--- config.mk ---
export PLATFORM = sky130hd
export DESIGN_NAME = adc_scan_sequencer
export DESIGN_NICKNAME = d
export VERILOG_FILES = /design/src/common/adc_scan_pkg.sv /design/src/core/tick_divider.sv /design/src/core/adc_scan_sequencer.sv
export SDC_FILE = /design/constraint.sdc
export NUM_CORES = 1
export LEC_CHECK = 0
export BUFFER_PORTS_ARGS = -buffer_cell sky130_fd_sc_hd__buf_2
export CAP_MARGIN = 20
export CORE_MARGIN = 2
export CORE_UTILIZATION = 55
export CTS_BUF_LIST = sky130_fd_sc_hd__clkbuf_16
export DETAILED_ROUTE_END_ITERATION = 8
export PLACE_DENSITY = 0.84
export SYNTH_ARGS = -nofsm -noshare
export SYNTH_HDL_FRONTEND = slang
export SYNTH_SLANG_ARGS = --single-unit
--- constraint.sdc ---
create_clock -name clk_i -period 3.05 [get_ports clk_i]
set_clock_uncertainty 0.2 [all_clocks]
set_input_delay 0.305 -clock clk_i [delete_from_list [all_inputs] [get_ports clk_i]]
set_output_delay 0.305 -clock clk_i [all_outputs]
set_load 0.01 [all_outputs]
--- src/common/adc_scan_pkg.sv ---
// Constants, register map and types shared by the scan sequencer files
package adc_scan_pkg;

  // Clock and timebase
  localparam int unsigned CLK_MHZ          = 100;
  localparam int unsigned CLK_PERIOD_NS    = 10;
  localparam int unsigned BASE_LO_MHZ      = 11;
  localparam int unsigned BASE_HI_MHZ      = 33;
  localparam int unsigned ACC_W            = 8;
  localparam logic [ACC_W-1:0] CLK_RATE    = ACC_W'(CLK_MHZ);
  localparam logic [ACC_W-1:0] BASE_LO     = ACC_W'(BASE_LO_MHZ);
  localparam logic [ACC_W-1:0] BASE_HI     = ACC_W'(BASE_HI_MHZ);

  // Longest hold processing time, rounded down to whole cycles
  localparam int unsigned HOLD_LATENCY_NS  = 15;
  localparam int unsigned HOLD_LATENCY_RAW = HOLD_LATENCY_NS / CLK_PERIOD_NS;
  localparam int unsigned HOLD_LATENCY_CYC =
    (HOLD_LATENCY_RAW < 1) ? 1 : HOLD_LATENCY_RAW;

  // Widths
  localparam int unsigned ADDR_W     = 5;
  localparam int unsigned DATA_W     = 32;
  localparam int unsigned DIV_W      = 24;
  localparam int unsigned CHAN_W     = 6;
  localparam int unsigned GAIN_W     = 2;
  localparam int unsigned ENTRY_W    = CHAN_W + GAIN_W;
  localparam int unsigned LIST_DEPTH = 16;
  localparam int unsigned IDX_W      = 4;
  localparam int unsigned SETTLE_W   = 16;
  localparam int unsigned SYNC_N     = 2;

  // Register offsets
  localparam logic [ADDR_W-1:0] REG_CONFIG    = 5'h00;
  localparam logic [ADDR_W-1:0] REG_SCAN_DIV  = 5'h04;
  localparam logic [ADDR_W-1:0] REG_CONV_DIV  = 5'h08;
  localparam logic [ADDR_W-1:0] REG_COMMAND   = 5'h0c;
  localparam logic [ADDR_W-1:0] REG_LIST_DATA = 5'h10;
  localparam logic [ADDR_W-1:0] REG_LIST_LAST = 5'h14;
  localparam logic [ADDR_W-1:0] REG_STATUS    = 5'h18;
  localparam logic [ADDR_W-1:0] REG_SETTLE    = 5'h1c;

  // Config fields
  localparam int unsigned CFG_SCAN_SEL_LO = 0;
  localparam int unsigned CFG_SCAN_SEL_HI = 1;
  localparam int unsigned CFG_CONV_SEL_LO = 2;
  localparam int unsigned CFG_CONV_SEL_HI = 3;
  localparam int unsigned CFG_BASE_SEL    = 4;
  localparam int unsigned CFG_SIMUL       = 5;
  localparam int unsigned CFG_W           = 6;

  // Command fields
  localparam int unsigned CMD_SCAN     = 0;
  localparam int unsigned CMD_CONV     = 1;
  localparam int unsigned CMD_CLR_ERR  = 2;
  localparam int unsigned CMD_LIST_RST = 3;

  // Status fields
  localparam int unsigned STAT_ERR    = 0;
  localparam int unsigned STAT_ACTIVE = 1;
  localparam int unsigned STAT_HOLD   = 2;
  localparam int unsigned STAT_IDX_LO = 4;

  // Entry layout: channel low, gain high
  localparam int unsigned ENT_CHAN_LO = 0;
  localparam int unsigned ENT_GAIN_LO = CHAN_W;

  // Reset values
  localparam logic [CFG_W-1:0]    CFG_RESET    = 6'h00;
  localparam logic [DIV_W-1:0]    DIV_RESET    = 24'h000000;
  localparam logic [SETTLE_W-1:0] SETTLE_RESET = 16'h0010;
  localparam logic [IDX_W-1:0]    IDX_RESET    = 4'h0;

  typedef enum logic [1:0] {
    SRC_SW   = 2'h0,
    SRC_INT  = 2'h1,
    SRC_EXT  = 2'h2,
    SRC_CONT = 2'h3
  } src_t;

  // Gray coded along idle, settle, wait, convert
  typedef enum logic [1:0] {
    ST_IDLE      = 2'h0,
    ST_SETTLE    = 2'h1,
    ST_WAIT_CONV = 2'h3,
    ST_CONVERT   = 2'h2
  } seq_state_t;

endpackage : adc_scan_pkg

--- src/core/tick_divider.sv ---
// Programmable divider of the base timebase ticks
module tick_divider (
  input  wire logic                         clk_i,
  input  wire logic                         reset_n_i,
  input  wire logic                         base_tick_i,
  input  wire logic                         run_i,
  input  wire logic [adc_scan_pkg::DIV_W-1:0] divisor_i,
  output logic                              tick_o
);

  logic [adc_scan_pkg::DIV_W-1:0] cnt;
  logic [adc_scan_pkg::DIV_W-1:0] next_cnt;
  logic                           next_tick;

  // Count divisor plus one base ticks per output tick
  always_comb begin
    next_cnt  = cnt;
    next_tick = 1'b0;
    if (!run_i) begin
      next_cnt = '0;            // Restart phase whenever deselected
    end else if (base_tick_i) begin
      if (cnt >= divisor_i) begin
        next_cnt  = '0;
        next_tick = 1'b1;
      end else begin
        next_cnt = cnt + 1'b1;
      end
    end
  end

  // Registers
  always_ff @(posedge clk_i or negedge reset_n_i) begin
    if (!reset_n_i) begin
      cnt    <= '0;
      tick_o <= 1'b0;
    end else begin
      cnt    <= next_cnt;
      tick_o <= next_tick;
    end
  end

endmodule : tick_divider

--- src/core/adc_scan_sequencer.sv ---
// Scan and conversion sequencer for a multichannel acquisition front end
//
// Behaviour
// Scan pulse starts one pass through list
// Conversion pulse starts current entry conversion
// Early scan pulse discarded, error bit set
// After last entry reload list, preset mux
// Scan and conversion sources chosen independently
// Software command gives exactly one pulse
// Internal base is 11 or 33 MHz
// Internal clock uses 24-bit divisor
// Internal rate is base over divisor+1
// External clocks accepted and both exported
// Samples follow each other at configured rate
// Multiplexed: next scan starts without gap
// Simultaneous: all hold on conversion, then track; hold_o rises on the scan pulse
// Simultaneous: settling delay before first entry
// Hold request processed within 15 ns
// Entry holds channel and its own gain
// Two-bit selector, reset value software
// Conversion pulses ignored until scan activates
// Error bit sticky until software clears
module adc_scan_sequencer (
  input  wire logic                            clk_i,
  input  wire logic                            reset_n_i,
  input  wire logic [adc_scan_pkg::ADDR_W-1:0] addr_i,
  input  wire logic [adc_scan_pkg::DATA_W-1:0] wr_data_i,
  input  wire logic                            wr_i,
  input  wire logic                            rd_i,
  output logic      [adc_scan_pkg::DATA_W-1:0] rd_data_o,
  input  wire logic                            scan_clock_ext_i,
  input  wire logic                            conv_clock_ext_i,
  input  wire logic                            conv_done_i,
  output logic                                 scan_clock_o,
  output logic                                 conversion_clock_o,
  output logic                                 convert_start_o,
  output logic      [adc_scan_pkg::CHAN_W-1:0] mux_channel_o,
  output logic      [adc_scan_pkg::GAIN_W-1:0] gain_o,
  output logic                                 hold_o,
  output logic                                 scan_active_o
);

  ////////////////////////////////////////////////////////////////////////////
  // Declarations

  logic [adc_scan_pkg::CFG_W-1:0]    cfg;
  logic [adc_scan_pkg::DIV_W-1:0]    scan_div;
  logic [adc_scan_pkg::DIV_W-1:0]    conv_div;
  logic [adc_scan_pkg::SETTLE_W-1:0] settle_len;
  logic [adc_scan_pkg::IDX_W-1:0]    list_last;
  logic [adc_scan_pkg::IDX_W-1:0]    wr_ptr;
  logic [adc_scan_pkg::CFG_W-1:0]    next_cfg;
  logic [adc_scan_pkg::DIV_W-1:0]    next_scan_div;
  logic [adc_scan_pkg::DIV_W-1:0]    next_conv_div;
  logic [adc_scan_pkg::SETTLE_W-1:0] next_settle_len;
  logic [adc_scan_pkg::IDX_W-1:0]    next_list_last;
  logic [adc_scan_pkg::IDX_W-1:0]    next_wr_ptr;
  logic [adc_scan_pkg::DATA_W-1:0]   next_rd_data;
  logic                              err;
  logic                              next_err;

  logic [adc_scan_pkg::ENTRY_W-1:0]  list_mem [adc_scan_pkg::LIST_DEPTH];
  logic                              list_we;

  logic [adc_scan_pkg::ACC_W-1:0]    acc;
  logic [adc_scan_pkg::ACC_W-1:0]    next_acc;
  logic                              base_tick;
  logic                              next_base_tick;
  logic                              scan_tick;
  logic                              conv_tick;

  logic [adc_scan_pkg::SYNC_N-1:0]   sync1;
  logic [adc_scan_pkg::SYNC_N-1:0]   sync2;
  logic [adc_scan_pkg::SYNC_N-1:0]   sync3;
  logic [adc_scan_pkg::SYNC_N-1:0]   ext_lvl;
  logic [adc_scan_pkg::SYNC_N-1:0]   next_ext_lvl;
  logic [adc_scan_pkg::SYNC_N-1:0]   ext_rise;

  adc_scan_pkg::seq_state_t          state;
  adc_scan_pkg::seq_state_t          next_state;
  logic [adc_scan_pkg::IDX_W-1:0]    idx;
  logic [adc_scan_pkg::IDX_W-1:0]    next_idx;
  logic [adc_scan_pkg::SETTLE_W-1:0] settle_cnt;
  logic [adc_scan_pkg::SETTLE_W-1:0] next_settle_cnt;
  logic                              next_hold;
  logic                              next_start;
  logic [adc_scan_pkg::ENTRY_W-1:0]  next_entry;

  adc_scan_pkg::src_t                scan_sel;
  adc_scan_pkg::src_t                conv_sel;
  logic                              simul;
  logic                              cmd_wr;
  logic                              sw_scan;
  logic                              sw_conv;
  logic                              last_done;
  logic                              scan_ready;
  logic                              conv_ready;
  logic                              scan_pulse;
  logic                              conv_pulse;
  logic                              scan_take;
  logic                              conv_take;

  ////////////////////////////////////////////////////////////////////////////
  // Source selection

  // Pick the pulse of the selected source; continuous fires when ready
  function automatic logic pick_pulse(
    input adc_scan_pkg::src_t sel,
    input logic               sw,
    input logic               tick,
    input logic               ext,
    input logic               ready
  );
    case (sel)
      adc_scan_pkg::SRC_SW:   pick_pulse = sw;
      adc_scan_pkg::SRC_INT:  pick_pulse = tick;
      adc_scan_pkg::SRC_EXT:  pick_pulse = ext;
      adc_scan_pkg::SRC_CONT: pick_pulse = ready;
      default:                pick_pulse = 1'b0;
    endcase
  endfunction : pick_pulse

  // Two-bit selectors per clock, both reset to software
  assign scan_sel = adc_scan_pkg::src_t'({cfg[adc_scan_pkg::CFG_SCAN_SEL_HI],
                    cfg[adc_scan_pkg::CFG_SCAN_SEL_LO]});
  assign conv_sel = adc_scan_pkg::src_t'({cfg[adc_scan_pkg::CFG_CONV_SEL_HI],
                    cfg[adc_scan_pkg::CFG_CONV_SEL_LO]});
  assign simul    = cfg[adc_scan_pkg::CFG_SIMUL];

  // Software pulses: one register write gives one pulse
  assign cmd_wr  = wr_i && (addr_i == adc_scan_pkg::REG_COMMAND);
  assign sw_scan = cmd_wr && wr_data_i[adc_scan_pkg::CMD_SCAN];
  assign sw_conv = cmd_wr && wr_data_i[adc_scan_pkg::CMD_CONV];

  // Readiness: S/H must track again, so only multiplexed chains scans
  assign last_done  = (state == adc_scan_pkg::ST_CONVERT) && conv_done_i &&
                      (idx == list_last) && !simul;
  assign scan_ready = (state == adc_scan_pkg::ST_IDLE) || last_done;
  assign conv_ready = (state == adc_scan_pkg::ST_WAIT_CONV);

  assign scan_pulse = pick_pulse(scan_sel, sw_scan, scan_tick,
                                 ext_rise[0], scan_ready);
  assign conv_pulse = pick_pulse(conv_sel, sw_conv, conv_tick,
                                 ext_rise[1], conv_ready);
  assign scan_take  = scan_pulse && scan_ready;
  assign conv_take  = conv_pulse && conv_ready;

  ////////////////////////////////////////////////////////////////////////////
  // Internal timebase

  // Phase accumulator gives an exact average base rate from the clock
  always_comb begin
    logic [adc_scan_pkg::ACC_W-1:0] sum;
    sum = acc + (cfg[adc_scan_pkg::CFG_BASE_SEL] ?
                 adc_scan_pkg::BASE_HI : adc_scan_pkg::BASE_LO);
    next_base_tick = 1'b0;
    next_acc       = sum;
    if (sum >= adc_scan_pkg::CLK_RATE) begin
      next_acc       = sum - adc_scan_pkg::CLK_RATE;
      next_base_tick = 1'b1;
    end
  end

  always_ff @(posedge clk_i or negedge reset_n_i) begin
    if (!reset_n_i) begin
      acc       <= '0;
      base_tick <= 1'b0;
    end else begin
      acc       <= next_acc;
      base_tick <= next_base_tick;
    end
  end

  // Each clock has its own divider so rates stay independent
  tick_divider scan_divider (
    .clk_i       (clk_i),
    .reset_n_i   (reset_n_i),
    .base_tick_i (base_tick),
    .run_i       (scan_sel == adc_scan_pkg::SRC_INT),
    .divisor_i   (scan_div),
    .tick_o      (scan_tick)
  );

  tick_divider conv_divider (
    .clk_i       (clk_i),
    .reset_n_i   (reset_n_i),
    .base_tick_i (base_tick),
    .run_i       (conv_sel == adc_scan_pkg::SRC_INT),
    .divisor_i   (conv_div),
    .tick_o      (conv_tick)
  );

  ////////////////////////////////////////////////////////////////////////////
  // External clock inputs

  // Level follows once stages two and three agree; rising edge counts
  always_comb begin
    next_ext_lvl = ext_lvl;
    for (int i = 0; i < adc_scan_pkg::SYNC_N; i++) begin
      if (sync2[i] == sync3[i]) begin
        next_ext_lvl[i] = sync3[i];
      end
    end
  end

  assign ext_rise = sync2 & sync3 & ~ext_lvl;

  always_ff @(posedge clk_i or negedge reset_n_i) begin
    if (!reset_n_i) begin
      sync1   <= '0;
      sync2   <= '0;
      sync3   <= '0;
      ext_lvl <= '0;
    end else begin
      sync1   <= {conv_clock_ext_i, scan_clock_ext_i};
      sync2   <= sync1;
      sync3   <= sync2;
      ext_lvl <= next_ext_lvl;
    end
  end

  ////////////////////////////////////////////////////////////////////////////
  // Sequencer

  // Walk the list; each accepted conversion pulse starts one sample
  always_comb begin
    next_state      = state;
    next_idx        = idx;
    next_hold       = hold_o;
    next_settle_cnt = settle_cnt;
    next_start      = 1'b0;
    case (state)
      adc_scan_pkg::ST_IDLE: begin
        if (scan_take) begin
          next_idx = '0;
          if (simul) begin
            next_hold       = 1'b1;
            next_settle_cnt = settle_len;
            next_state      = adc_scan_pkg::ST_SETTLE;
          end else begin
            next_state = adc_scan_pkg::ST_WAIT_CONV;
          end
        end
      end
      adc_scan_pkg::ST_SETTLE: begin
        if (settle_cnt == '0) begin
          next_state = adc_scan_pkg::ST_WAIT_CONV;
        end else begin
          next_settle_cnt = settle_cnt - 1'b1;
        end
      end
      adc_scan_pkg::ST_WAIT_CONV: begin
        if (conv_take) begin
          next_start = 1'b1;
          next_state = adc_scan_pkg::ST_CONVERT;
        end
      end
      adc_scan_pkg::ST_CONVERT: begin
        if (conv_done_i) begin
          if (idx == list_last) begin
            next_idx  = '0;
            next_hold = 1'b0;
            if (scan_take) begin
              next_state = adc_scan_pkg::ST_WAIT_CONV;
            end else begin
              next_state = adc_scan_pkg::ST_IDLE;
            end
          end else begin
            next_idx   = idx + 1'b1;
            next_state = adc_scan_pkg::ST_WAIT_CONV;
          end
        end
      end
      default: begin
        next_state = adc_scan_pkg::ST_IDLE;
        next_hold  = 1'b0;
      end
    endcase
    next_entry = list_mem[next_idx];
  end

  // Mux and gain follow the entry that comes next, so they settle early
  always_ff @(posedge clk_i or negedge reset_n_i) begin
    if (!reset_n_i) begin
      state              <= adc_scan_pkg::ST_IDLE;
      idx                <= adc_scan_pkg::IDX_RESET;
      settle_cnt         <= '0;
      hold_o             <= 1'b0;
      convert_start_o    <= 1'b0;
      mux_channel_o      <= '0;
      gain_o             <= '0;
      scan_clock_o       <= 1'b0;
      conversion_clock_o <= 1'b0;
      scan_active_o      <= 1'b0;
    end else begin
      state              <= next_state;
      idx                <= next_idx;
      settle_cnt         <= next_settle_cnt;
      hold_o             <= next_hold;
      convert_start_o    <= next_start;
      mux_channel_o      <= next_entry[adc_scan_pkg::ENT_CHAN_LO +:
                                       adc_scan_pkg::CHAN_W];
      gain_o             <= next_entry[adc_scan_pkg::ENT_GAIN_LO +:
                                       adc_scan_pkg::GAIN_W];
      scan_clock_o       <= scan_take;
      conversion_clock_o <= conv_take;
      scan_active_o      <= (next_state != adc_scan_pkg::ST_IDLE);
    end
  end

  ////////////////////////////////////////////////////////////////////////////
  // Register file

  // Writes, list pointer and sticky error; a new error beats the clear
  always_comb begin
    next_cfg        = cfg;
    next_scan_div   = scan_div;
    next_conv_div   = conv_div;
    next_settle_len = settle_len;
    next_list_last  = list_last;
    next_wr_ptr     = wr_ptr;
    list_we         = 1'b0;
    if (wr_i) begin
      case (addr_i)
        adc_scan_pkg::REG_CONFIG:
          next_cfg = wr_data_i[adc_scan_pkg::CFG_W-1:0];
        adc_scan_pkg::REG_SCAN_DIV:
          next_scan_div = wr_data_i[adc_scan_pkg::DIV_W-1:0];
        adc_scan_pkg::REG_CONV_DIV:
          next_conv_div = wr_data_i[adc_scan_pkg::DIV_W-1:0];
        adc_scan_pkg::REG_SETTLE:
          next_settle_len = wr_data_i[adc_scan_pkg::SETTLE_W-1:0];
        adc_scan_pkg::REG_LIST_LAST:
          next_list_last = wr_data_i[adc_scan_pkg::IDX_W-1:0];
        adc_scan_pkg::REG_LIST_DATA: begin
          list_we     = 1'b1;
          next_wr_ptr = wr_ptr + 1'b1;
        end
        adc_scan_pkg::REG_COMMAND: begin
          if (wr_data_i[adc_scan_pkg::CMD_LIST_RST]) begin
            next_wr_ptr = '0;
          end
        end
        default: begin
        end
      endcase
    end
    next_err = err;
    if (cmd_wr && wr_data_i[adc_scan_pkg::CMD_CLR_ERR]) begin
      next_err = 1'b0;
    end
    if (scan_pulse && !scan_ready) begin
      next_err = 1'b1;
    end
  end

  // Read data appear the cycle after the strobe; unmapped reads zero
  always_comb begin
    next_rd_data = '0;
    if (rd_i) begin
      case (addr_i)
        adc_scan_pkg::REG_CONFIG:    next_rd_data = 32'(cfg);
        adc_scan_pkg::REG_SCAN_DIV:  next_rd_data = 32'(scan_div);
        adc_scan_pkg::REG_CONV_DIV:  next_rd_data = 32'(conv_div);
        adc_scan_pkg::REG_SETTLE:    next_rd_data = 32'(settle_len);
        adc_scan_pkg::REG_LIST_LAST: next_rd_data = 32'(list_last);
        adc_scan_pkg::REG_STATUS: begin
          next_rd_data[adc_scan_pkg::STAT_ERR]    = err;
          next_rd_data[adc_scan_pkg::STAT_ACTIVE] = scan_active_o;
          next_rd_data[adc_scan_pkg::STAT_HOLD]   = hold_o;
          next_rd_data[adc_scan_pkg::STAT_IDX_LO +: adc_scan_pkg::IDX_W] = idx;
        end
        default: next_rd_data = '0;
      endcase
    end
  end

  always_ff @(posedge clk_i or negedge reset_n_i) begin
    if (!reset_n_i) begin
      cfg        <= adc_scan_pkg::CFG_RESET;
      scan_div   <= adc_scan_pkg::DIV_RESET;
      conv_div   <= adc_scan_pkg::DIV_RESET;
      settle_len <= adc_scan_pkg::SETTLE_RESET;
      list_last  <= adc_scan_pkg::IDX_RESET;
      wr_ptr     <= adc_scan_pkg::IDX_RESET;
      err        <= 1'b0;
      rd_data_o  <= '0;
    end else begin
      cfg        <= next_cfg;
      scan_div   <= next_scan_div;
      conv_div   <= next_conv_div;
      settle_len <= next_settle_len;
      list_last  <= next_list_last;
      wr_ptr     <= next_wr_ptr;
      err        <= next_err;
      rd_data_o  <= next_rd_data;
    end
  end

  // Entry store; no reset, software fills it before the first scan
  always_ff @(posedge clk_i) begin
    if (list_we) begin
      list_mem[wr_ptr] <= wr_data_i[adc_scan_pkg::ENTRY_W-1:0];
    end
  end

endmodule : adc_scan_sequencer

Yosys cells after proc, flatten, opt, wreduce, memory -nomap -nowiden
Memories as Yosys holds them, arrays and structs flattened. A register that Yosys moved wholly into a read port is not among the register bits.
Index checks and enable logic that the tools add are counted.
{"block": "word_totals", "inputBits": 44, "word_cells": 153, "register_bits": 205, "output_inout_bits": 45, "ramBits": 128, "mem_count": 1}
{"memory": "list_mem", "words": 16, "word_bits": 8, "read_ports": 1, "rd_clocked_by_memory_dff": 1, "wr": 1, "line": "adc_scan_sequencer.sv:62", "source": "logic [adc_scan_pkg::ENTRY_W-1:0] list_mem [adc_scan_pkg::LIST_DEPTH];"}
{"block": "op_classes", "n_eq_ne": 27, "order_cmp": 3, "n_reduce_logical": 32, "addsub": 7, "bitwise": 3, "muxes": 53}
{"operator": "two-way mux 24 bit", "n": 7}
{"operator": "adder 24 x 1 -> 24 bit, second input constant", "n": 2}
{"operator": ">= comparator 24 bit", "n": 2}
{"operator": "two-way mux 16 bit", "n": 3}
{"operator": "case mux 16 bit (3 select lines)", "n": 1}
{"operator": "case mux 16 bit (2 select lines)", "n": 1}
{"operator": "== test 5 bit, second input constant", "n": 4}
{"operator": "case mux 4 bit (5 select lines)", "n": 1}
{"operator": "two-way mux 1 bit", "n": 19}
{"operator": "case mux 3 bit (6 select lines)", "n": 1}
{"operator": "zero test 16 bit", "n": 1}
{"operator": "two-way mux 4 bit", "n": 4}
{"operator": "case mux 4 bit (2 select lines)", "n": 2}
{"operator": "subtractor 16 x 1 -> 16 bit, second input constant", "n": 1}
{"operator": "two-way mux 2 bit", "n": 7}
{"operator": "!= test 2 bit, second input constant", "n": 7}
{"operator": "== test 2 bit, second input constant", "n": 6}
{"operator": "== test 5 x 4 -> 1 bit, second input constant", "n": 2}
{"operator": "logical AND 1 bit", "n": 10}
{"operator": "AND reduction 2 bit", "n": 5}
{"operator": "nonzero test 2 bit", "n": 5}
{"operator": "adder 4 x 1 -> 4 bit, second input constant", "n": 2}
{"operator": "adder 8 x 6 -> 8 bit", "n": 1}
{"operator": ">= comparator 8 x 7 -> 1 bit, second input constant", "n": 1}
{"operator": "21 further kinds", "n": 30}

Logic depth before layout (Yosys ltp)
Gate-level depths: netlist of the first run.
{"block": "depth", "word_depth": 12, "mapped_depth": 12, "mapped_depth_nobuf": 11}

By module
Synthesis of the first run repeated with hierarchy kept, for this count alone.
{"block": "hier_totals", "cells_unflattened": 1650, "hier_area_um2": 18012.3}
{"mod": "adc_scan_sequencer", "seq_area_each_um2": 7698.6, "area_per_inst_um2": 13715.7, "cells_per_inst": 1120, "instances": 1}
{"mod": "tick_divider", "seq_area_each_um2": 625.6, "area_per_inst_um2": 2148.3, "cells_per_inst": 265, "instances": 2}

Worst setup path after synthesis of the first run
No wires, ideal clock.
{"block": "synth_path", "path_kind": "flip-flop to flip-flop", "startpoint": "register settle_cnt[0] (netlist name)", "endpoint": "register settle_cnt[13] (netlist name)", "required_time_ns": 2.725, "synth_period_minus_slack_ns": 2.919, "path_buffers": 2, "setup_slack_ns": 0.131, "stages_incl_launch_ff": 12, "setup_ns": 0.125, "arrival_time_ns": 2.593, "path_cell_list": "dfrtp_1 > inv_1 > ha_1 > nand2b_1 > or4_4 > or3_1 > or3_1 > o31ai_2 > o21a_1 > buf_4 > buf_6 > o21ai_1"}
{"block": "synth_via", "elab_chain_cells": 3, "elab_cells_between_ends": 6, "cone_classes": "1 x add/sub; 1 x eq/ne; 2 x mux; 2 x reduce/logical"}
{"item": "start, declared", "line": "adc_scan_sequencer.sv:83", "source": "logic [adc_scan_pkg::SETTLE_W-1:0] settle_cnt;"}
{"item": "start signal, assigned", "line": "adc_scan_sequencer.sv:298", "source": "settle_cnt <= next_settle_cnt;"}
{"item": "subtractor 16 x 1 -> 16 bit or zero test 16 bit (tied branches)", "line": "adc_scan_sequencer.sv:249, adc_scan_sequencer.sv:246"}
{"item": "two-way mux 16 bit or != test 2 bit (tied branches)"}
{"item": "case mux 16 bit (2 select lines) or AND reduction 4 bit (tied branches)"}
Several ways; a longest one is shown, not always the timed one. The select of a mux whose other input is x is not followed.
A chain may end at the register's enable or synchronous reset.

Worst setup path after layout of the first run
{"block": "layout_path", "startpoint": "register settle_cnt[1] (netlist name)", "endpoint": "register settle_cnt[7] (netlist name)"}
Same word-level chain as after synthesis.

==> impl_results.md, run 1 <==
- Outcome: finished clean
- Tot GR Track Use: 26.6%
- Commonest non-fill, non-tap cell in the layout: dfrtp_1
- FFs w/ async S/R, synth: 61.4%
- Clock-pin slew on the worst setup and hold paths: 0.06 ns
- Cts bufs inserted: 35
- Clock Latency Late Sink: 0.52 ns
- Pin count of the biggest net entering global routing: 84
- Mapped Cells: 1382
- GP Congestion: 0.922
- HPWL after DPL: 26300 um
- CTS tree: done
- Most frequent cells in the layout: 203 x dfrtp_1, 128 x edfxtp_1, 92 x inv_1, 91 x a21oi_1, 88 x nor2_1
- Reg area: 8950 sq um
- Core area: 28500 sq um
- Drt first-iter violations: 1212
- DR vias/cell: 6.17
- IO Pins: 89
- GRT overflow: 0
- Slew Viols, Final: 0
- P_leak: 8.23 nW
- Seq cells post-synth: 332
- Register area share after synthesis: 56.4%
- Worst-path maximum fanout: 3
- Avg Synthesized Cell Area: 11.5 sq um
- Combinational share of power: 16.3%
- Unrepaired setup endpoints after global routing: yes
- P_sw: 0.00306 W
- Nets: 1654
- Horiz. Die Dim: 174 um
- Worst hold path class: in -> reg
- Worst Hold Launch: wr_data_i[7]
- Antenna violations before repair: 1
- Max Cap Violations: 0
- Part of the power in registers: 46.8%
- Max Freq: 328 MHz
- PD cells: 593 nW/um^2
- Vias: 12100
- Yosys Warn Count: 0
- First-pass GRT wire length: 64100 um
- Crit Reg-Reg Startpoint: settle_cnt[1]
- Placed Cells incl. Taps: 1862
- Filler cells: 2043
- P_int: 0.00804 W
- Final setup violating endpoints: 0
- Root Buffer: clkbuf_16
- Final Non-Filler Cells: 1956
- Slew HR: 50.3%
- Cell Area, Placed: 17200 sq um
- Avg WL per Cell: 20.4 um
- Setup crit end kind: register
- CTS Buffer Depth: 3
- DRT antenna net count: 0
- Peak supply drop: 463 uV
- Drt first pass iters: 8
- Die area: 30200 sq um
- DRC Markers: 0
- Post-synth top area share: 32.0%
- Final WL: 40000 um
- Area grow syn2layout: 17.9%
- H-tree Lvls: 2
- Final period util: 99.8%
- Sw Ratio: 27.5%
- Clock share of power: 36.8%
- Synth top area cells: dfrtp_1 32%, edfxtp_1 24%, mux2_2 6.0%
- Final total power: 0.0111 W
- Number of synthesized flops with an enable pin: 128
- IO Port Bufs: 72
- Worst hold path depth: 1
- Rows: 62
- Slew @ Worst Pin: 0.743 ns
- Synth area leader: dfrtp_1
- CP arrival: 3.22 ns
- Die Y: 174 um
- Post-route minimum period: 3.04 ns
- Layout cells sized above 1: 21.0%
- Initial core utilization: 55.6%
- CP startpoint: settle_cnt[1]
- Hold Vio Cnt, Final: 0
- CP Launch Type: register
- Worst Path Required: 3.23 ns
- Vias in the first global route: 12200
- Post-Synthesis Cell Area: 15900 sq um
- Critical path class: reg -> reg
- Top FF cell, synth: dfrtp_1
- Clock Sinks: 332
- Multi-input gate area: 6450 sq um
- Cell area after layout: 18700 sq um
- Netlist cell types: 68
- Worst-case reg-to-reg path depth: 11
==> power groups by stage <==
stage,sequential (W),clock [W],combinational (W)
finish,0.00520,0.00409,0.00181
global route,0.00523,0.00432,0.00202
CTS,0.00519,0.00414,0.00174
detailed placement,0.00527,0,0.00169
global placement,0.00525,0,0.00159
floorplan,0.00518,0,0.00120
==> area by class of cell <==
cell class | instances | share of cell area [%]
sequential | 332 | 47.8
multi-input combinational | 902 | 34.5
timing repair buffer | 184 | 7.51
clock buffer | 35 | 4.68
tap | 384 | 2.57
inverter | 90 | 1.82
clock inverter | 28 | 1.13
antenna | 1 | 0.0134
==> critical path, stage by stage, from the launching register on <==
cell	delay, ns
dfrtp_1	0.40
inv_2	0.09
ha_4	0.16
nand2b_4	0.07
or4_4	0.44
or3_4	0.36
or3_4	0.36
o31ai_4	0.26
buf_4	0.17
o21ai_1	0.12
a21oi_1	0.19
a21oi_1	0.08
==> sequential cells by signal, indices dropped and copies added (netlist names), 4 cells and up <==
name,count
settle_len,16
conv_divider.cnt,24
settle_cnt,16
list_mem,128
list_last,4
acc,8
cfg,6
conv_div,24
wr_ptr,4
mux_channel_o,6
scan_div,24
idx,4
rd_data_o,24
scan_divider.cnt,24
==> per-stage QoR <==
stage / util [%] / setup slack [ns] / TNS [ns] / hold slack, ns
2_1_floorplan: - / 0.131 / 0 / -0.191
3_3_place_gp: 60.1 / 0.0131 / 0 / 0.138
3_5_place_dp: 60.1 / -0.151 / -2.28 / 0.141
4_1_cts: 65.2 / -0.00775 / -0.0187 / 0.0365
5_1_grt: 65.6 / -0.0458 / -0.263 / 0.0553
6_report: 65.6 / 0.00551 / 0 / 0.0637
==> synth_stat cells, types with 17 or more instances <==
cell type / number
dfrtp_1: 203
edfxtp_1: 128
a21oi_1: 95
nor2_1: 91
inv_1: 88
mux2_2: 85
nand2_1: 80
ha_1: 64
mux2i_1: 52
o21ai_0: 51
clkbuf_1: 37
a22oi_1: 36
a31oi_1: 35
nand3_1: 35
nand2b_1: 29
nor3_1: 27
and3_1: 20
a21o_1: 17
==> logic make-up (layout without fill, tap and decap cells) <==
logic type	count (synthesis)	after routing	synth area share, %
other cells	1	9	0.0236
flops	332	332	56.4
buf+inv	155	337	4.20
fa+ha+maj	65	65	5.17
simple gates	351	351	10.9
compound gates	324	324	13.1
mux	137	137	9.30
xor+xnor	17	17	0.938
==> path summary, 6_finish.rpt <==
kind                                         to  slack, ns
setup reg to reg                  settle_cnt[7]      0.006
hold reg to reg                        sync2[0]       0.15
setup / recovery                  settle_cnt[7]      0.006
hold / removal                   list_mem[3][7]       0.06
max in group asynchronous  conv_divider.cnt[21]       1.58
min in group asynchronous                cfg[0]       0.17
==> layer usage <==
layer | vias up | track usage [%] | share of wire [%]
li1 | 5388 | - | -
met3 | 161 | 3.57 | 6.8
met1 | 5944 | 33.7 | 38
met4 | 0 | 13.2 | 5.0
met5 | - | 0 | 0
met2 | 584 | 45.4 | 50
==> timing repair <==
item / 4_1_cts / 5_1_grt
buffers inserted: 3 / 2
endpoints found under the setup margin: 32 / 70
resized for setup: 17 / 26
cloned: 2 / 1
pin swaps: 3 / 6
hold buffers: 23 / 0
hold endpoints to repair: 113 / 0
Power figures use the tool's default switching activity.
==> run 2, diff against run 1 <==
--- a/config.mk
+++ b/config.mk
@@ -8,10 +8,11 @@
 export BUFFER_PORTS_ARGS = -buffer_cell sky130_fd_sc_hd__buf_2
 export CAP_MARGIN = 20
 export CORE_MARGIN = 2
-export CORE_UTILIZATION = 55
+export CORE_UTILIZATION = 35
 export CTS_BUF_LIST = sky130_fd_sc_hd__clkbuf_16
+export CTS_CLUSTER_DIAMETER = 200
 export DETAILED_ROUTE_END_ITERATION = 8
-export PLACE_DENSITY = 0.84
+export PLACE_DENSITY = 0.6
 export SYNTH_ARGS = -nofsm -noshare
 export SYNTH_HDL_FRONTEND = slang
 export SYNTH_SLANG_ARGS = --single-unit
==> impl_results.md, run 2 (synthesis gave the netlist of run 1 again) <==
- Setup tns final: 0 ns
- CTS tree: done
- Clock share of power: 37.4%
- Cts bufs inserted: 37
- IO Pins: 89
- Area grow syn2layout: 20.3%
- Critical path class: reg -> reg
- Horiz. Die Dim: 217 um
- Rows: 78
- Pin count of the biggest net entering global routing: 80
- Vias: 11500
- Peak supply drop: 402 uV
- CP startpoint: conv_div[4]
- Die Y: 217 um
- Final Non-Filler Cells: 2188
- Hold Vio Cnt, Final: 0
- Die area: 47100 sq um
- GP Congestion: 0.799
- Worst Path Required: 3.32 ns
- CTS Buffer Depth: 3
- PD cells: 589 nW/um^2
- CP arrival: 3.20 ns
- Clock-pin slew on the worst setup and hold paths: 0.06 ns
- Crit Reg-Reg Startpoint: conv_div[4]
- Tot GR Track Use: 17.2%
- Core area: 45100 sq um
- Slew @ Worst Pin: 0.798 ns
- Nets: 1669
- Max Used Layer: met5
- P_sw: 0.00312 W
- WL met2: 19400 um
- Metal3 WL: 2280 um
- Layout cells sized above 1: 21.7%
- Drt first-iter violations: 928
- Final WL: 40700 um
- Clock Latency Late Sink: 0.54 ns
- Largest Register: list_mem
- GRT overflow: 0
- Avg WL per Cell: 18.6 um
- ANT cells: 0
- P_int: 0.00813 W
- Most frequent cells in the layout: 203 x dfrtp_1, 128 x edfxtp_1, 98 x inv_1, 94 x a21oi_1, 91 x buf_4
- Commonest non-fill, non-tap cell in the layout: dfrtp_1
- DRC Markers: 0
- Max FFs per register: 128
- Clock Sinks: 332
- Antenna violations before repair: 1
- Slew Viols, Final: 0
- Placed Cells incl. Taps: 2092
- Slew HR: 46.8%
- CP Launch Type: register
- Final period util: 96.1%
- P_leak: 8.34 nW
- Root Buffer: clkbuf_16
- Initial core utilization: 35.2%
- Part of the power in registers: 46.1%
- DR vias/cell: 5.25
- Final setup violating endpoints: 0
- Crit path to: conv_divider.cnt[10]
- Sw Ratio: 27.7%
- H-tree Lvls: 2
- Reg2reg setup slack: 0.12 ns
- Post-route minimum period: 2.93 ns
- Combinational share of power: 16.5%
- Max Cap Violations: 0
- Worst-path maximum fanout: 7
- Reg2reg end: conv_divider.cnt[10]
- IO Port Bufs: 72
- Routed length on met1: 18300 um
- DRT antenna net count: 0
- HPWL after DPL: 27800 um
- Worst-case reg-to-reg path depth: 11
- Worst hold margin: 0.0523 ns
- Setup crit end kind: register
- Outcome: finished clean
- Worst hold path class: in -> reg
- Vias in the first global route: 11300
- First-pass GRT wire length: 63700 um
- Max Freq: 341 MHz
- Drt first pass iters: 5
-- run 2: changes by cell type in the layout (fill, tap and decap cells not counted), moves of 3 or more --
cell / before / now
o21ai_1: 15 / 12
a21oi_1: 91 / 94
clkbuf_16: 35 / 40
inv_1: 92 / 98
buf_4: 74 / 91
clkinv_1: 9 / 4
o21ai_0: 43 / 48
-- run 2: final cells by class --
cell class	count	area (sq um)
repair buffers	197	1520
clock inverters	30	209
fillers	4243	26000
multi-input cells	902	6400
flip-flops and latches	332	8950
clock buffers	37	926
inverters	90	340
well taps	600	751
-- run 2: worst min-delay path by stage --
stage                 startpoint        endpoint  slack [ns]  cells after the start
finish                 addr_i[3]       wr_ptr[2]        0.05                      4
global route        wr_data_i[7]  list_mem[6][7]        0.06                      1
CTS                    addr_i[3]       wr_ptr[2]        0.02                      4
detailed placement      sync1[0]        sync2[0]        0.14                      0
global placement        sync1[1]        sync2[1]        0.14                      0
floorplan              reset_n_i          acc[0]       -0.19                      0
-- run 2: per-stage QoR --
stage               worst slack [ns]  utilization (%)  total power [W]  instance area [sq um]
global placement              -0.124             38.9          0.00694                  17500
finish                         0.119             42.4           0.0113                  19100
CTS                          0.00153             41.9           0.0113                  18900
global route                 -0.0286             42.4           0.0118                  19100
floorplan                      0.131                -          0.00638                  15900
detailed placement            -0.150             38.9          0.00701                  17500
-- run 2: worst max-delay path, stage by stage (launching register included) --
cell and delay [ns]:
dfrtp_1 0.35, inv_1 0.05, ha_1 0.29, and4_1 0.20, a2111oi_2 0.32, o21ai_1 0.17, a221oi_2 0.34, a21oi_2 0.14
nor3b_2 0.28, buf_6 0.18, nor3b_2 0.19, o31a_1 0.16
-- run 2: what timing repair did --
item,in CTS,in global routing
hold buffers,22,0
setup buffers,0,4
pin swaps,0,6
gates cloned,0,3
setup endpoints to repair,16,50
gates resized for setup,3,23
hold endpoints to repair,119,0
-- run 2: per-layer routing --
metal,up-vias,global-route usage [%]
li1,5419,-
met1,5671,23.7
met2,327,28.3
met3,61,2.52
met4,2,4.45
met5,-,0
-- run 2: power by group through the flow --
stage	clock (W)	sequential (W)	combinational [W]
finish	0.00421	0.00519	0.00186
global route	0.00450	0.00523	0.00208
CTS	0.00430	0.00519	0.00177
detailed placement	0	0.00527	0.00173
global placement	0	0.00526	0.00168
floorplan	0	0.00518	0.00120
==> run 3, diff against run 2 <==
--- a/config.mk
+++ b/config.mk
@@ -8,11 +8,11 @@
 export BUFFER_PORTS_ARGS = -buffer_cell sky130_fd_sc_hd__buf_2
 export CAP_MARGIN = 20
 export CORE_MARGIN = 2
-export CORE_UTILIZATION = 35
-export CTS_BUF_LIST = sky130_fd_sc_hd__clkbuf_16
+export CORE_UTILIZATION = 45
+export CTS_BUF_LIST = sky130_fd_sc_hd__clkbuf_2
 export CTS_CLUSTER_DIAMETER = 200
 export DETAILED_ROUTE_END_ITERATION = 8
-export PLACE_DENSITY = 0.6
+export PLACE_DENSITY = 0.72
 export SYNTH_ARGS = -nofsm -noshare
 export SYNTH_HDL_FRONTEND = slang
 export SYNTH_SLANG_ARGS = --single-unit
==> impl_results.md, run 3 (synthesis gave the netlist of run 1 again) <==
- Outcome: finished clean
- Layout cells sized above 1: 25.4%
- Antenna violations before repair: 1
- Final Core Density: 55.0%
- Tot GR Track Use: 22.2%
- Hold Vio Cnt, Final: 0
- H-tree Lvls: 3
- GRT overflow: 0
- Worst Path Required: 3.74 ns
- Root Buffer: clkbuf_2
- Final period util: 98.8%
- Nets: 1753
- Setup crit end kind: register
- HPWL after DPL: 26300 um
- Avg WL per Cell: 18.9 um
- Vias: 12100
- Max Cap Violations: 0
- Most frequent cells in the layout: 203 x dfrtp_1, 128 x clkbuf_2, 128 x edfxtp_1, 93 x a21oi_1, 89 x nor2_1
- Reg area: 8950 sq um
- GP Congestion: 0.855
- Pin count of the biggest net entering global routing: 86
- Drt first pass iters: 7
- DRC Markers: 0
- Multi-input gate area: 6470 sq um
- Cell area after layout: 19000 sq um
- Max Freq: 332 MHz
- First-pass GRT wire length: 63400 um
- CTS Buffer Depth: 3
- CP arrival: 3.70 ns
- Crit-path cells: inv_2 -> ha_4 -> nand2b_4 -> or4_4 -> or3_4 -> or3_4 -> o31ai_4 -> o21a_4 -> buf_12 -> a21oi_2 -> o22ai_1
- Die Y: 192 um
- Vias in the first global route: 12200
- Horiz. Die Dim: 192 um
- CP Launch Type: register
- Worst hold path depth: 3
- Rows: 68
- Slowest stage delay, CP: 0.43 ns
- Cell Area, Placed: 17300 sq um
- Slew Viols, Final: 0
- Max FFs per register: 128
- Die area: 36800 sq um
- Worst hold path class: in -> reg
- Clock Sinks: 332
- CP max stage cell: or4_4
- CTS tree: done
- Slew HR: 45.4%
- Final WL: 40700 um
- IO Port Bufs: 72
- Commonest non-fill, non-tap cell in the layout: dfrtp_1
- Cts bufs inserted: 83
- Clock-pin slew on the worst setup and hold paths: 0.09 ns
- Peak supply drop: 302 uV
- Core area: 34600 sq um
- Drt first-iter violations: 853
- Slew @ Worst Pin: 0.816 ns
- P_leak: 8.52 nW
- Area grow syn2layout: 19.9%
- Worst-case reg-to-reg path depth: 11
- IO Pins: 89
- Final setup violating endpoints: 0
- Most used cell, CP: or3_4
- Largest Register: list_mem
- Post-route minimum period: 3.01 ns
- PD cells: 536 nW/um^2
- DRT antenna net count: 0
- Clock Latency Late Sink: 0.98 ns
- Initial core utilization: 45.9%
- Filler cells: 2898
- Critical path class: reg -> reg
- Unrepaired setup endpoints after global routing: yes
- Worst-path maximum fanout: 8
- Final total power: 0.0102 W
- DR vias/cell: 5.63
-- run 3: changes by cell type in the layout (fill, tap and decap cells not counted), moves of 4 or more --
cell / previous run / this run
buf_4: 91 / 83
clkbuf_16: 40 / 3
clkbuf_2: 0 / 128
clkinv_2: 7 / 3
dlygate4sd3_1: 22 / 65
inv_1: 98 / 84
-- run 3: power breakdown --
part / internal, W / total (W) / switching [W]
Combinational: 0.000837 / 0.00191 / 0.00107
Clock: 0.00128 / 0.00311 / 0.00182
Sequential: 0.00493 / 0.00519 / 0.000254
Total: 0.00705 / 0.0102 / 0.00315
-- run 3: routing by layer --
layer	vias up	GRT usage (%)	wire length, um
li1	5629	-	-
met4	0	9.53	1210
met3	85	4.15	2540
met1	5981	28.6	17100
met2	444	36.6	19800
met5	-	0	0
-- run 3: worst paths after layout --
kind,from,to,slack [ns]
worst min register to register,sync1[0],sync2[0],0.17
worst min-delay path,rd_i,rd_data_o[23],0.09
max in group asynchronous,reset_n_i,acc[3],1.40
min in group asynchronous,reset_n_i,idx[1],0.30
worst max register to register,settle_cnt[1],settle_cnt[12],0.04
worst max-delay path,settle_cnt[1],settle_cnt[12],0.04
-- run 3: critical path, delay by kind of cell, from the launching register on --
family / cells / cell delay (ns)
and+or+nand+nor: 4 / 1.23
AOI/OAI and AO/OA: 4 / 0.75
DFF: 1 / 0.40
buffers and inverters: 2 / 0.23
adders and majority gates: 1 / 0.15
-- run 3: repair_timing --
action	in CTS	in global routing
hold buffers	65	0
pin swaps	2	11
endpoints found under the setup margin	31	57
hold endpoints to repair	511	0
setup buffers	0	4
gates resized for setup	10	31
cloned	0	4
-- run 3: final cells by class --
| type | instances | share of cell area [%] |
|---|---|---|
| flip-flops and latches | 332 | 47.0 |
| multi-input cells | 902 | 34.0 |
| repair buffers | 235 | 10.2 |
| clock buffers | 128 | 3.36 |
| well taps | 455 | 2.99 |
| inverters | 90 | 1.79 |
| clock inverters | 15 | 0.696 |
| diodes | 1 | 0.0131 |
-- run 3: metrics by stage --
step	setup slack [ns]	hold WS, ns	instances	TNS, ns
2_1_floorplan	0.131	-0.191	1389	0
3_3_place_gp	-0.0705	0.135	1941	-0.391
3_5_place_dp	-0.197	0.142	1941	-0.956
4_1_cts	0.00773	0.0231	2149	0
5_1_grt	-0.0510	0.0301	2158	-0.278
6_report	0.0371	0.0944	2158	0
